===== src/hdl/nvram_bus_pkg.sv =====
// Constants shared by the byte-wide and expanded bus interface
// Function
// (RL1) A high reset input places the whole interface in its reset state.
// (RL2) Outside party pulls fetch enable low, only in reset, for the loader.
// (RL3) Internal memory disable low sends every access to the expanded bus.
// (RL4) Fifteen-bit non-multiplexed address bus drives battery-backed SRAM.
// (RL5) SRAM address bits 13 and 14 are driven inverted from logical address.
// (RL6) Eight-bit two-way SRAM data bus: driven on writes, sampled on reads.
// (RL7) SRAM write enable follows map and partition; never in program space.
// (RL8) Primary SRAM accesses assert the active-low primary chip select.
// (RL9) Secondary chip select only for the second 32k data-only bank.
// (RL10) Both chip selects held high during battery-backup state.
// (RL11) Partition boundary splits SRAM into program and data; changeable.
// (RL12) SRAM may be 8 kbytes or 32 kbytes.
// (RL13) Expanded cycles multiplex low address and data; latch strobe pulses.
// (RL14) Expanded cycles drive the high address byte on the high port.
// (RL15) Active-low fetch enable reads instructions from external memory.
// (RL16) External data uses active-low store and load strobes.
// (RL17) Addresses 0000h to 7FFFh map to SRAM; the rest to expanded bus. With the 8k size the code sends 2000h-7FFFh out too, except bank-2 data.
// (RL18) Secondary bank accesses never appear on the expanded-bus ports.
// (RL19) Never both chip selects at once; write enable off without a select.
package nvram_bus_pkg;
  localparam int ADDR_W = 16;
  localparam int SRAM_ADDR_W = 15;
  localparam int DATA_W = 8;
  localparam logic [ADDR_W-1:0] SRAM_LIMIT_32K = 16'h8000;
  localparam logic [ADDR_W-1:0] SRAM_LIMIT_8K = 16'h2000;
  localparam int INV_LO = 13;
  localparam int INV_HI = 14;
  localparam logic [3:0] SRAM_CYCLES = 4'h2;
  localparam logic [3:0] ALE_CYCLES = 4'h2;
  localparam logic [3:0] STROBE_CYCLES = 4'h4;
  localparam logic [3:0] CNT_ZERO = 4'h0;
  localparam logic [3:0] CNT_ONE = 4'h1;
  typedef enum logic [2:0] {
    ST_IDLE,
    ST_SRAM,
    ST_EXP_ADDR,
    ST_EXP_HOLD,
    ST_EXP_STROBE,
    ST_DONE
  } bus_state_t;
endpackage : nvram_bus_pkg


===== src/hdl/nvram_addr_decode.sv =====
// Address decode and write protection for the byte-wide SRAM bus
`timescale 1ns/1ps
module nvram_addr_decode
  import nvram_bus_pkg::*;
(
  // Access description
  input wire logic [ADDR_W-1:0] addr_in,
  input wire logic is_code_in,
  input wire logic bank2_in,
  // Configuration
  input wire logic [SRAM_ADDR_W-1:0] partition_in,
  input wire logic sram_size_32k_in,
  input wire logic ext_only_in,
  // Decode result
  output logic sel_primary_out,
  output logic sel_secondary_out,
  output logic write_ok_out,
  output logic [SRAM_ADDR_W-1:0] sram_addr_out
);
  logic [ADDR_W-1:0] limit;
  logic in_low_32k;

  always_comb begin
    limit = sram_size_32k_in ? SRAM_LIMIT_32K : SRAM_LIMIT_8K; // RL12
    in_low_32k = addr_in < SRAM_LIMIT_32K; // RL17
    sel_secondary_out = !ext_only_in && bank2_in && !is_code_in
      && in_low_32k; // RL9 RL3
    sel_primary_out = !ext_only_in && !sel_secondary_out
      && (addr_in < limit); // RL8 RL17 RL19
    // Program segment below partition is write protected
    write_ok_out = !is_code_in && (sel_secondary_out
      || (sel_primary_out
      && addr_in[SRAM_ADDR_W-1:0] >= partition_in)); // RL7 RL11
    sram_addr_out = addr_in[SRAM_ADDR_W-1:0]; // RL4
    sram_addr_out[INV_HI] = ~addr_in[INV_HI]; // RL5
    sram_addr_out[INV_LO] = ~addr_in[INV_LO]; // RL5
  end
endmodule : nvram_addr_decode


===== src/hdl/nvram_bus_ctrl.sv =====
// Byte-wide SRAM and multiplexed expanded bus controller
`timescale 1ns/1ps
module nvram_bus_ctrl
  import nvram_bus_pkg::*;
(
  // Clock and reset
  input wire logic clk_sys_in,
  input wire logic reset_in,
  // Processor request
  input wire logic req_valid_in,
  input wire logic req_write_in,
  input wire logic req_is_code_in,
  input wire logic req_bank2_in,
  input wire logic [ADDR_W-1:0] req_addr_in,
  input wire logic [DATA_W-1:0] req_wdata_in,
  output logic req_ready_out,
  output logic rsp_valid_out,
  output logic [DATA_W-1:0] rsp_rdata_out,
  // Configuration and status
  input wire logic [SRAM_ADDR_W-1:0] partition_in,
  input wire logic sram_size_32k_in,
  input wire logic battery_backup_in,
  input wire logic internal_memory_disable_n_in,
  output logic loader_request_out,
  // Byte-wide SRAM bus
  output logic [SRAM_ADDR_W-1:0] sram_addr_bus_out,
  output logic [DATA_W-1:0] sram_data_bus_out,
  output logic sram_data_bus_oe_out,
  input wire logic [DATA_W-1:0] sram_data_bus_in,
  output logic primary_chip_select_n_out,
  output logic secondary_chip_select_n_out,
  output logic sram_write_enable_n_out,
  // Expanded bus
  output logic [DATA_W-1:0] low_addr_data_port_out,
  output logic low_addr_data_port_oe_out,
  input wire logic [DATA_W-1:0] low_addr_data_port_in,
  output logic [DATA_W-1:0] high_addr_port_out,
  output logic addr_latch_enable_out,
  output logic expanded_store_n_out,
  output logic expanded_load_n_out,
  output logic program_fetch_enable_n_out,
  output logic program_fetch_enable_oe_out,
  input wire logic program_fetch_enable_n_in
);
  bus_state_t state, next_state;
  logic [3:0] cnt, next_cnt;
  logic [ADDR_W-1:0] addr_q, next_addr_q;
  logic [DATA_W-1:0] wdata_q, next_wdata_q;
  logic write_q, next_write_q;
  logic code_q, next_code_q;
  logic [DATA_W-1:0] rdata, next_rdata;
  logic rsp_valid, next_rsp_valid;
  logic [SRAM_ADDR_W-1:0] sram_addr, next_sram_addr;
  logic [DATA_W-1:0] sram_wdata, next_sram_wdata;
  logic sram_oe, next_sram_oe;
  logic ce1_n, next_ce1_n;
  logic ce2_n, next_ce2_n;
  logic we_n, next_we_n;
  logic [DATA_W-1:0] p0_out, next_p0_out;
  logic p0_oe, next_p0_oe;
  logic [DATA_W-1:0] p2_out, next_p2_out;
  logic ale, next_ale;
  logic store_n, next_store_n;
  logic load_n, next_load_n;
  logic fetch_n, next_fetch_n;
  logic fetch_oe, next_fetch_oe;
  logic loader_req, next_loader_req;

  logic dec_primary;
  logic dec_secondary;
  logic dec_write_ok;
  logic [SRAM_ADDR_W-1:0] dec_sram_addr;
  logic accept;

  nvram_addr_decode u_decode (
    .addr_in(req_addr_in),
    .is_code_in(req_is_code_in),
    .bank2_in(req_bank2_in),
    .partition_in(partition_in),
    .sram_size_32k_in(sram_size_32k_in),
    .ext_only_in(!internal_memory_disable_n_in), // RL3
    .sel_primary_out(dec_primary),
    .sel_secondary_out(dec_secondary),
    .write_ok_out(dec_write_ok),
    .sram_addr_out(dec_sram_addr)
  );

  // No new access while the memory is on backup power
  assign req_ready_out = (state == ST_IDLE) && !battery_backup_in;
  assign accept = req_valid_in && req_ready_out;

  always_comb begin
    next_state = state;
    next_cnt = cnt;
    next_addr_q = addr_q;
    next_wdata_q = wdata_q;
    next_write_q = write_q;
    next_code_q = code_q;
    next_rdata = rdata;
    next_rsp_valid = 1'b0;
    next_sram_addr = sram_addr;
    next_sram_wdata = sram_wdata;
    next_sram_oe = sram_oe;
    next_ce1_n = ce1_n;
    next_ce2_n = ce2_n;
    next_we_n = we_n;
    next_p0_out = p0_out;
    next_p0_oe = p0_oe;
    next_p2_out = p2_out;
    next_ale = 1'b0;
    next_store_n = store_n;
    next_load_n = load_n;
    next_fetch_n = fetch_n;
    case (state)
      ST_IDLE: begin
        if (accept) begin
          next_addr_q = req_addr_in;
          next_wdata_q = req_wdata_in;
          next_write_q = req_write_in;
          next_code_q = req_is_code_in;
          if (dec_primary || dec_secondary) begin
            next_state = ST_SRAM;
            next_cnt = SRAM_CYCLES - CNT_ONE;
            next_sram_addr = dec_sram_addr; // RL4 RL5
            next_ce1_n = !dec_primary; // RL8 RL19
            next_ce2_n = !dec_secondary; // RL9 RL18
            next_we_n = !(req_write_in && dec_write_ok); // RL7
            next_sram_wdata = req_wdata_in; // RL6
            next_sram_oe = req_write_in && dec_write_ok; // RL6
          end else begin
            next_state = ST_EXP_ADDR;
            next_cnt = ALE_CYCLES - CNT_ONE;
            next_ale = 1'b1; // RL13
            next_p0_out = req_addr_in[DATA_W-1:0]; // RL13
            next_p0_oe = 1'b1;
            next_p2_out = req_addr_in[ADDR_W-1:DATA_W]; // RL14
          end
        end
      end
      ST_SRAM: begin
        if (cnt == CNT_ZERO) begin
          next_rdata = sram_data_bus_in; // RL6
          next_ce1_n = 1'b1;
          next_ce2_n = 1'b1;
          next_we_n = 1'b1; // RL19
          next_sram_oe = 1'b0;
          next_state = ST_DONE;
        end else begin
          next_cnt = cnt - CNT_ONE;
        end
      end
      ST_EXP_ADDR: begin
        if (cnt == CNT_ZERO) begin
          next_state = ST_EXP_HOLD;
        end else begin
          next_ale = 1'b1; // RL13
          next_cnt = cnt - CNT_ONE;
        end
      end
      ST_EXP_HOLD: begin
        // Address held one cycle past latch close
        next_state = ST_EXP_STROBE;
        next_cnt = STROBE_CYCLES - CNT_ONE;
        if (code_q) begin
          next_fetch_n = 1'b0; // RL15
          next_p0_oe = 1'b0;
        end else if (write_q) begin
          next_store_n = 1'b0; // RL16
          next_p0_out = wdata_q; // RL13
          next_p0_oe = 1'b1;
        end else begin
          next_load_n = 1'b0; // RL16
          next_p0_oe = 1'b0;
        end
      end
      ST_EXP_STROBE: begin
        if (cnt == CNT_ZERO) begin
          next_rdata = low_addr_data_port_in;
          next_fetch_n = 1'b1;
          next_store_n = 1'b1;
          next_load_n = 1'b1;
          next_p0_oe = 1'b0;
          next_state = ST_DONE;
        end else begin
          next_cnt = cnt - CNT_ONE;
        end
      end
      ST_DONE: begin
        next_rsp_valid = 1'b1;
        next_state = ST_IDLE;
      end
      default: begin
        next_state = ST_IDLE;
      end
    endcase
  end

  always_ff @(posedge clk_sys_in) begin
    if (reset_in) begin // RL1
      state <= ST_IDLE;
      cnt <= CNT_ZERO;
      addr_q <= '0;
      wdata_q <= '0;
      write_q <= 1'b0;
      code_q <= 1'b0;
      rdata <= '0;
      rsp_valid <= 1'b0;
      sram_addr <= '0;
      sram_wdata <= '0;
      sram_oe <= 1'b0;
      ce1_n <= 1'b1;
      ce2_n <= 1'b1;
      we_n <= 1'b1;
      p0_out <= '0;
      p0_oe <= 1'b0;
      p2_out <= '0;
      ale <= 1'b0;
      store_n <= 1'b1;
      load_n <= 1'b1;
      fetch_n <= 1'b1;
    end else begin
      state <= next_state;
      cnt <= next_cnt;
      addr_q <= next_addr_q;
      wdata_q <= next_wdata_q;
      write_q <= next_write_q;
      code_q <= next_code_q;
      rdata <= next_rdata;
      rsp_valid <= next_rsp_valid;
      sram_addr <= next_sram_addr;
      sram_wdata <= next_sram_wdata;
      sram_oe <= next_sram_oe;
      ce1_n <= next_ce1_n;
      ce2_n <= next_ce2_n;
      we_n <= next_we_n;
      p0_out <= next_p0_out;
      p0_oe <= next_p0_oe;
      p2_out <= next_p2_out;
      ale <= next_ale;
      store_n <= next_store_n;
      load_n <= next_load_n;
      fetch_n <= next_fetch_n;
    end
  end

  // Loader request: fetch enable pin sampled while reset is held
  always_comb begin
    next_fetch_oe = 1'b1;
    next_loader_req = loader_req;
    if (reset_in) begin // RL1
      // Pin released so an outside pull can be seen
      next_fetch_oe = 1'b0; // RL2
      next_loader_req = !program_fetch_enable_n_in; // RL2
    end
  end

  always_ff @(posedge clk_sys_in) begin
    fetch_oe <= next_fetch_oe;
    loader_req <= next_loader_req;
  end

  // Selects and write forced off under backup power
  assign primary_chip_select_n_out = ce1_n | battery_backup_in; // RL10
  assign secondary_chip_select_n_out = ce2_n | battery_backup_in; // RL10
  assign sram_write_enable_n_out = we_n | battery_backup_in; // RL19
  assign sram_addr_bus_out = sram_addr;
  assign sram_data_bus_out = sram_wdata;
  assign sram_data_bus_oe_out = sram_oe & !battery_backup_in;
  assign low_addr_data_port_out = p0_out;
  assign low_addr_data_port_oe_out = p0_oe;
  assign high_addr_port_out = p2_out;
  assign addr_latch_enable_out = ale;
  assign expanded_store_n_out = store_n;
  assign expanded_load_n_out = load_n;
  assign program_fetch_enable_n_out = fetch_n;
  assign program_fetch_enable_oe_out = fetch_oe;
  assign rsp_valid_out = rsp_valid;
  assign rsp_rdata_out = rdata;
  assign loader_request_out = loader_req;
endmodule : nvram_bus_ctrl


===== config.mk =====
export PLATFORM = sky130hd
export DESIGN_NAME = nvram_bus_ctrl
export DESIGN_NICKNAME = d
export VERILOG_FILES = /design/src/hdl/nvram_bus_pkg.sv /design/src/hdl/nvram_addr_decode.sv /design/src/hdl/nvram_bus_ctrl.sv
export SDC_FILE = /design/constraint.sdc
export NUM_CORES = 1
export LEC_CHECK = 0
export BUFFER_PORTS_ARGS = -buffer_cell sky130_fd_sc_hd__buf_4
export CORE_ASPECT_RATIO = 0.8
export CORE_UTILIZATION = 30
export CTS_BUF_LIST = sky130_fd_sc_hd__clkbuf_4
export DETAILED_ROUTE_END_ITERATION = 10
export SYNTH_ARGS = -nofsm -noshare
export SYNTH_HDL_FRONTEND = slang
export SYNTH_SLANG_ARGS = --single-unit

===== constraint.sdc =====
create_clock -name clk_sys_in -period 4.5 [get_ports clk_sys_in]
set_input_delay 0.45 -clock clk_sys_in [delete_from_list [all_inputs] [get_ports clk_sys_in]]
set_output_delay 0.45 -clock clk_sys_in [all_outputs]
set_load 0.02 [all_outputs]

---- Word level (Yosys, flattened, before mapping) ----
Index checks and enable logic that the tools add are counted.
Widths: inputs -> output; s select.
storage, ports and cells
  input bits .............................. 65
  output and inout bits ................... 60
  flip-flop bits (word level) ............. 76
  word-level logic and storage cells ...... 140
operators by class
  reductions and logical operators ........ 40
  mux-type cells .......................... 50
  bitwise operators ....................... 7
  add/sub/neg operators ................... 1
  magnitude comparators ................... 3
  eq/ne operators ......................... 17
operator list
  cell                  count
  $mux 8                6
  $pmux 8 s2            2
  $mux 1                24
  $ne 2x2->1 const B    10
  $reduce_and 3->1      6
  $lt 16x16->1          1
  $lt 16x16->1 const B  1
  $mux 16               1
  $pmux 1 s2            8
  $reduce_and 4->1      4
  $ge 15x15->1          1
  $pmux 3 s4            1
  $pmux 4 s3            1
  $logic_and 1x1->1     10
  $mux 3                3
  $mux 4                2
  $reduce_bool 2->1     4
  $eq 3x2->1 const B    2
  $eq 3x3->1 const B    2
  $logic_not 1->1       6
  $reduce_bool 3->1     2
  $reduce_and 5->1      1
  $logic_not 4->1       1
  $ne 2x1->1 const B    2
  12 further kinds      17

---- Longest topological paths before layout ----
  depth in word-level cells ............... 14
  gate-level depth with buffers ........... 8
  depth with buffers taken out ............ 7

---- Cells and area by module ----
Synthesis repeated with hierarchy kept, for this count alone.
unflattened totals
  cell total of the unflattened synthesis .. 451
  area total of the unflattened synthesis .. 3,777.4 µm²
modules (own cells, without submodules)
  module             sequential area each (µm²)  times used  cells an instance  area an instance (µm²)
  nvram_bus_ctrl     1,531.5                     1           376                3,239.4
  nvram_addr_decode  0.0                         1           75                 538.0

---- Worst setup path after synthesis ----
No wires, ideal clock.
  path type ............................... input-to-reg
  start ................................... input sram_size_32k_in
  end ..................................... register sram_oe
  library setup time ...................... 0.117 ns
  arrival time ............................ 1.773 ns
  slack ................................... 2.609 ns
  required time ........................... 4.383 ns
  path buffers ............................ 0
  stages on the path ...................... 7
  path through ............................ inv_1 -> ha_1 -> nor3b_1 -> a211oi_2 -> o22ai_1 -> nor2_1 -> a32o_1
between the ends
  cells in the longest elaborated chain, start to end .. 10
  elaborated cells between the ends (all ways) .. 13
  classes of those cells .................. order compare (1); eq/ne (1); mux (4); reduce/logical (7)
RTL lines
  element                RTL line                 RTL
  start, declared        nvram_bus_ctrl.sv:21     input wire logic sram_size_32k_in,
  $mux 16 (*)            nvram_addr_decode.sv:24  limit = sram_size_32k_in ? SRAM_LIMIT_32K : SRAM_LIMIT_8K;
  $lt 16x16->1 (*)       nvram_addr_decode.sv:29  && (addr_in < limit);
  $logic_and 1x1->1 (*)  nvram_addr_decode.sv:29
  $logic_and 1x1->1      nvram_addr_decode.sv:33  && addr_in[SRAM_ADDR_W-1:0] >= partition_in));
  $logic_or 1x1->1       nvram_addr_decode.sv:32  || (sel_primary_out
  $logic_and 1x1->1      nvram_addr_decode.sv:31  write_ok_out = !is_code_in && (sel_secondary_out
  $logic_and 1x1->1      nvram_bus_ctrl.sv:129    next_sram_oe = req_write_in && dec_write_ok;
  $mux 1                 nvram_bus_ctrl.sv:121    if (dec_primary || dec_secondary) begin
  $mux 1                 nvram_bus_ctrl.sv:116    if (accept) begin
  $pmux 1 s2             nvram_bus_ctrl.sv:114    case (state)
  end signal, assigned   nvram_bus_ctrl.sv:232    sram_oe <= next_sram_oe;
  end, declared          nvram_bus_ctrl.sv:55     logic sram_oe, next_sram_oe;
Mark *: on every way between the ends. The rest lies on a longest branch, timed or not. The select of a mux whose other input is x is not followed.
A chain may end at the register's enable or synchronous reset.

---- Worst setup path in the final report ----
  start ................................... register state[1]
  end ..................................... register sram_wdata[2] (netlist: sram_data_bus_out[2])
between the ends
  cells in the longest elaborated chain, start to end .. 4
RTL lines
  element                         RTL line                                     RTL
  start, declared                 nvram_bus_ctrl.sv:45                         bus_state_t state, next_state;
  start signal, assigned          nvram_bus_ctrl.sv:222                        state <= next_state;
  $logic_not 3->1 (*)             nvram_bus_ctrl.sv:89, nvram_bus_ctrl.sv:114
  $logic_and 1x1->1               nvram_bus_ctrl.sv:89                         assign req_ready_out = (state == ST_IDLE) && !battery_backup_in;
  $logic_and 1x1->1               nvram_bus_ctrl.sv:90                         assign accept = req_valid_in && req_ready_out;
  $reduce_and 3->1 (no line) (*)  --
  end signal, assigned            nvram_bus_ctrl.sv:231                        sram_wdata <= next_sram_wdata;
  end, declared                   nvram_bus_ctrl.sv:54                         logic [DATA_W-1:0] sram_wdata, next_sram_wdata;
Mark *: on every way between the ends. The rest lies on a longest branch, timed or not.

==> out/qor.csv <==
metric,value,unit
Die W,124,um
Hold Crit Class,input pin to register,
first-pass GRT wire length,16600,um
part of the Yosys area used for sequential elements,43.1,%
Synth Register Bits,76,
CP endpoint,sram_data_bus_out[2],
PwrDens,445,nW/um2
Mapped Avg Cell Area,8.43,um2
detailed placement HPWL,7560,um
post-route clock period utilization,61.9,%
CP Capture Type,register,
highest achievable clock rate,359,MHz
Post-synth ARST share,0,%
Hold Slack,0.223,ns
Finished Cell Area,4700,um2
placed instance area,4570,um2
Clk Tree Root Cell,clkbuf_4,
arrival time at the worst endpoint,3.08,ns
Initial Utilization,30.9,%
CTS sink cnt,76,
vias in the first global route,3284,
"Primary FF master, synth",dfxtp_1,
Worst R2R Setup Slack,1.71,ns
Final Setup Violations,0,
largest net degree at the start of global routing,74,
Layout Nets,617,
antenna-violating nets left,0,
Critical Path Fanout Max,21,
fin cells,688,
Stages on worst setup path,5,
Core Box Area,11500,um2
Max VDD drop,0.170,mV
reg2reg start,state[1],
Int Power,1.28,mW
P&R area growth vs syn,32.1,%
initial antenna violation count,0,
crit path time final,2.79,ns
Congestion Overflow GR,0,
ANT cells,0,
Clock power frac,19.7,%
Crit path top cell by count,nand2_1,
status,"complete, no violations",
worst r2r path cells,5,
Final Skew,0.0182,ns
Worst-Margin Slew,0.959,ns
reg2reg end,sram_data_bus_out[2],
number of synthesized flops with an enable pin,1,
chip height,99.4,um
Inst Count DP,672,
"Largest stage delay, worst path",0.68,ns
Worst Setup Path Type,register to register,
Worst Setup SP,state[1],
Detailed Routing Iterations Pass 1,4,
post-CTS sizing,0,
I/O pin count,125,
postcts setup bufs,0,
Hold Startpoint,req_addr_in[14],
Cell variety after synth,52,
gate count of the mapped netlist,422,
mapped cell area,3560,um2
Slew Limit Fails,0,
vias per inst,4.89,
clock transition at the registers of the reported paths,0.13,ns
unrepaired setup endpoints after global routing,no,
layout cells sized above 1,28.5,%
CTS max path bufs,2,
Switching Share,38.6,%
Via Count,3363,
row cnt,35,
DR WL/cell,14.9,um
Skew-Pair Late Insertion Delay,0.43,ns
RD Place Congestion,0.840,
Max Cap Violations,0,
die area,12300,um2
CP required,4.79,ns
Syn Nets,504,
Fin. Hold Viols,0,
GRT Total Usage,17.6,%
combinational share of power,38.2,%
worst path cell trace,"nor4_4, and2_1, nand2_1, nand2_1, a21oi_1",
setup TNS,0,ns
Tot Pwr,2.09,mW
NetSw,0.808,mW
slew margin rel.,35.7,%
initial drt markers,182,
WL final,10300,um
# port buffers,124,
"Slowest-stage cell, CP",nand2_1,
CP top delay family,simple AND/OR/NAND/NOR gates,
leak pwr,2.07,nW
worst path buffer plus inverter count,0,
crit start category,register,
# DRC,0,
hold buffers post-CTS,0,
Ys Warns,0,
CTS tree,done,
sequential power share,42.1,%
Inserted Clock Buffers,9,
H-tree depth,3,
-- flip-flops by register name, indices dropped and copies added (netlist names) --
register / cells
sram_addr_bus_out: 15
high_addr_port_out: 8
low_addr_data_port_out: 8
rsp_rdata_out: 8
sram_data_bus_out: 8
wdata_q: 8
cnt: 4
state: 3
addr_latch_enable_out: 1
ce1_n: 1
ce2_n: 1
code_q: 1
expanded_load_n_out: 1
expanded_store_n_out: 1
loader_request_out: 1
low_addr_data_port_oe_out: 1
program_fetch_enable_n_out: 1
program_fetch_enable_oe_out: 1
rsp_valid_out: 1
sram_oe: 1
we_n: 1
write_q: 1
-- placed cells by master, fill, tap and decap left out, types with 5 or more instances in the layout --
master and instances:
dfxtp_1 75, a21oi_1 44, a211oi_1 14, nor3_1 5, ha_1 17, buf_4 125, clkbuf_4 10, nor2_1 33
a311oi_1 10, inv_1 24, mux2i_1 14, nand3_1 5, nand2_1 97
-- cell type report --
type	instances	area, um2
Fill cell	1209	6820
Tap cell	148	185
Sequential cell	76	1530
Multi-Input combinational cell	298	1820
Clock buffer	10	75.1
Clock inverter	6	55.1
Timing Repair Buffer	125	938
Inverter	25	93.8
-- layer usage --
layer	vias up	GRT usage [%]	wire length, um
met4	0	5.28	136
met2	121	25.9	4440
met1	1535	23.6	4800
met3	14	6.82	908
met5	-	0	0
li1	1693	-	-
-- power groups by stage --
stage                     sequential (mW)  clock (mW)  combinational [mW]
after floorplan                     0.948           0               0.474
after global placement              0.886           0               0.785
after detailed placement            0.895           0               0.800
after CTS                           0.880       0.433               0.802
after global routing                0.898       0.467               0.886
final                               0.880       0.413               0.799
-- metrics by stage --
stage,setup WS [ns],utilization (%)
after floorplan,2.61,-
after CTS,1.79,40.8
after global routing,1.44,40.8
after global placement,1.96,39.7
final,1.71,40.8
after detailed placement,1.79,39.7
-- synthesized netlist by cell type (all sizes together) (3+ instances only) --
cell     instances  share of area [%]
a2111oi          4                1.9
nor2            34                3.8
ha              17                6.0
nand3            5               0.70
nand4            4               0.70
nor3b            3               0.63
a21oi           44                6.2
buf              8                1.5
a311oi          10                2.5
nand2           99                 11
nor3             6               0.99
a211oi          15                3.3
nor2b            4               0.70
clkbuf          15                1.6
inv             25                2.6
nor4             4                1.1
mux2i           14                3.9
o21ai            5                1.3
dfxtp           75                 42
or2              3               0.53
-- worst min path at each step --
stage,to,slack (ns),cells after the start
5_1_grt,sram_addr_bus_out[13],0.19,2
3_5_place_dp,wdata_q[5],0.45,2
2_1_floorplan,sram_oe,0.43,1
6_report,sram_addr_bus_out[14],0.22,2
3_3_place_gp,expanded_store_n_out,0.43,2
4_1_cts,sram_addr_bus_out[14],0.19,2
-- cells by family after synthesis --
kind of cell / Yosys count / synth area share [%]
compound gates: 92 / 18.3
fa+ha+maj: 18 / 6.26
simple gates: 171 / 21.9
flops: 76 / 43.1
mux: 14 / 3.94
buf+inv: 48 / 5.77
xor+xnor: 3 / 0.739
No activity file was read; power rests on OpenSTA's default activity.
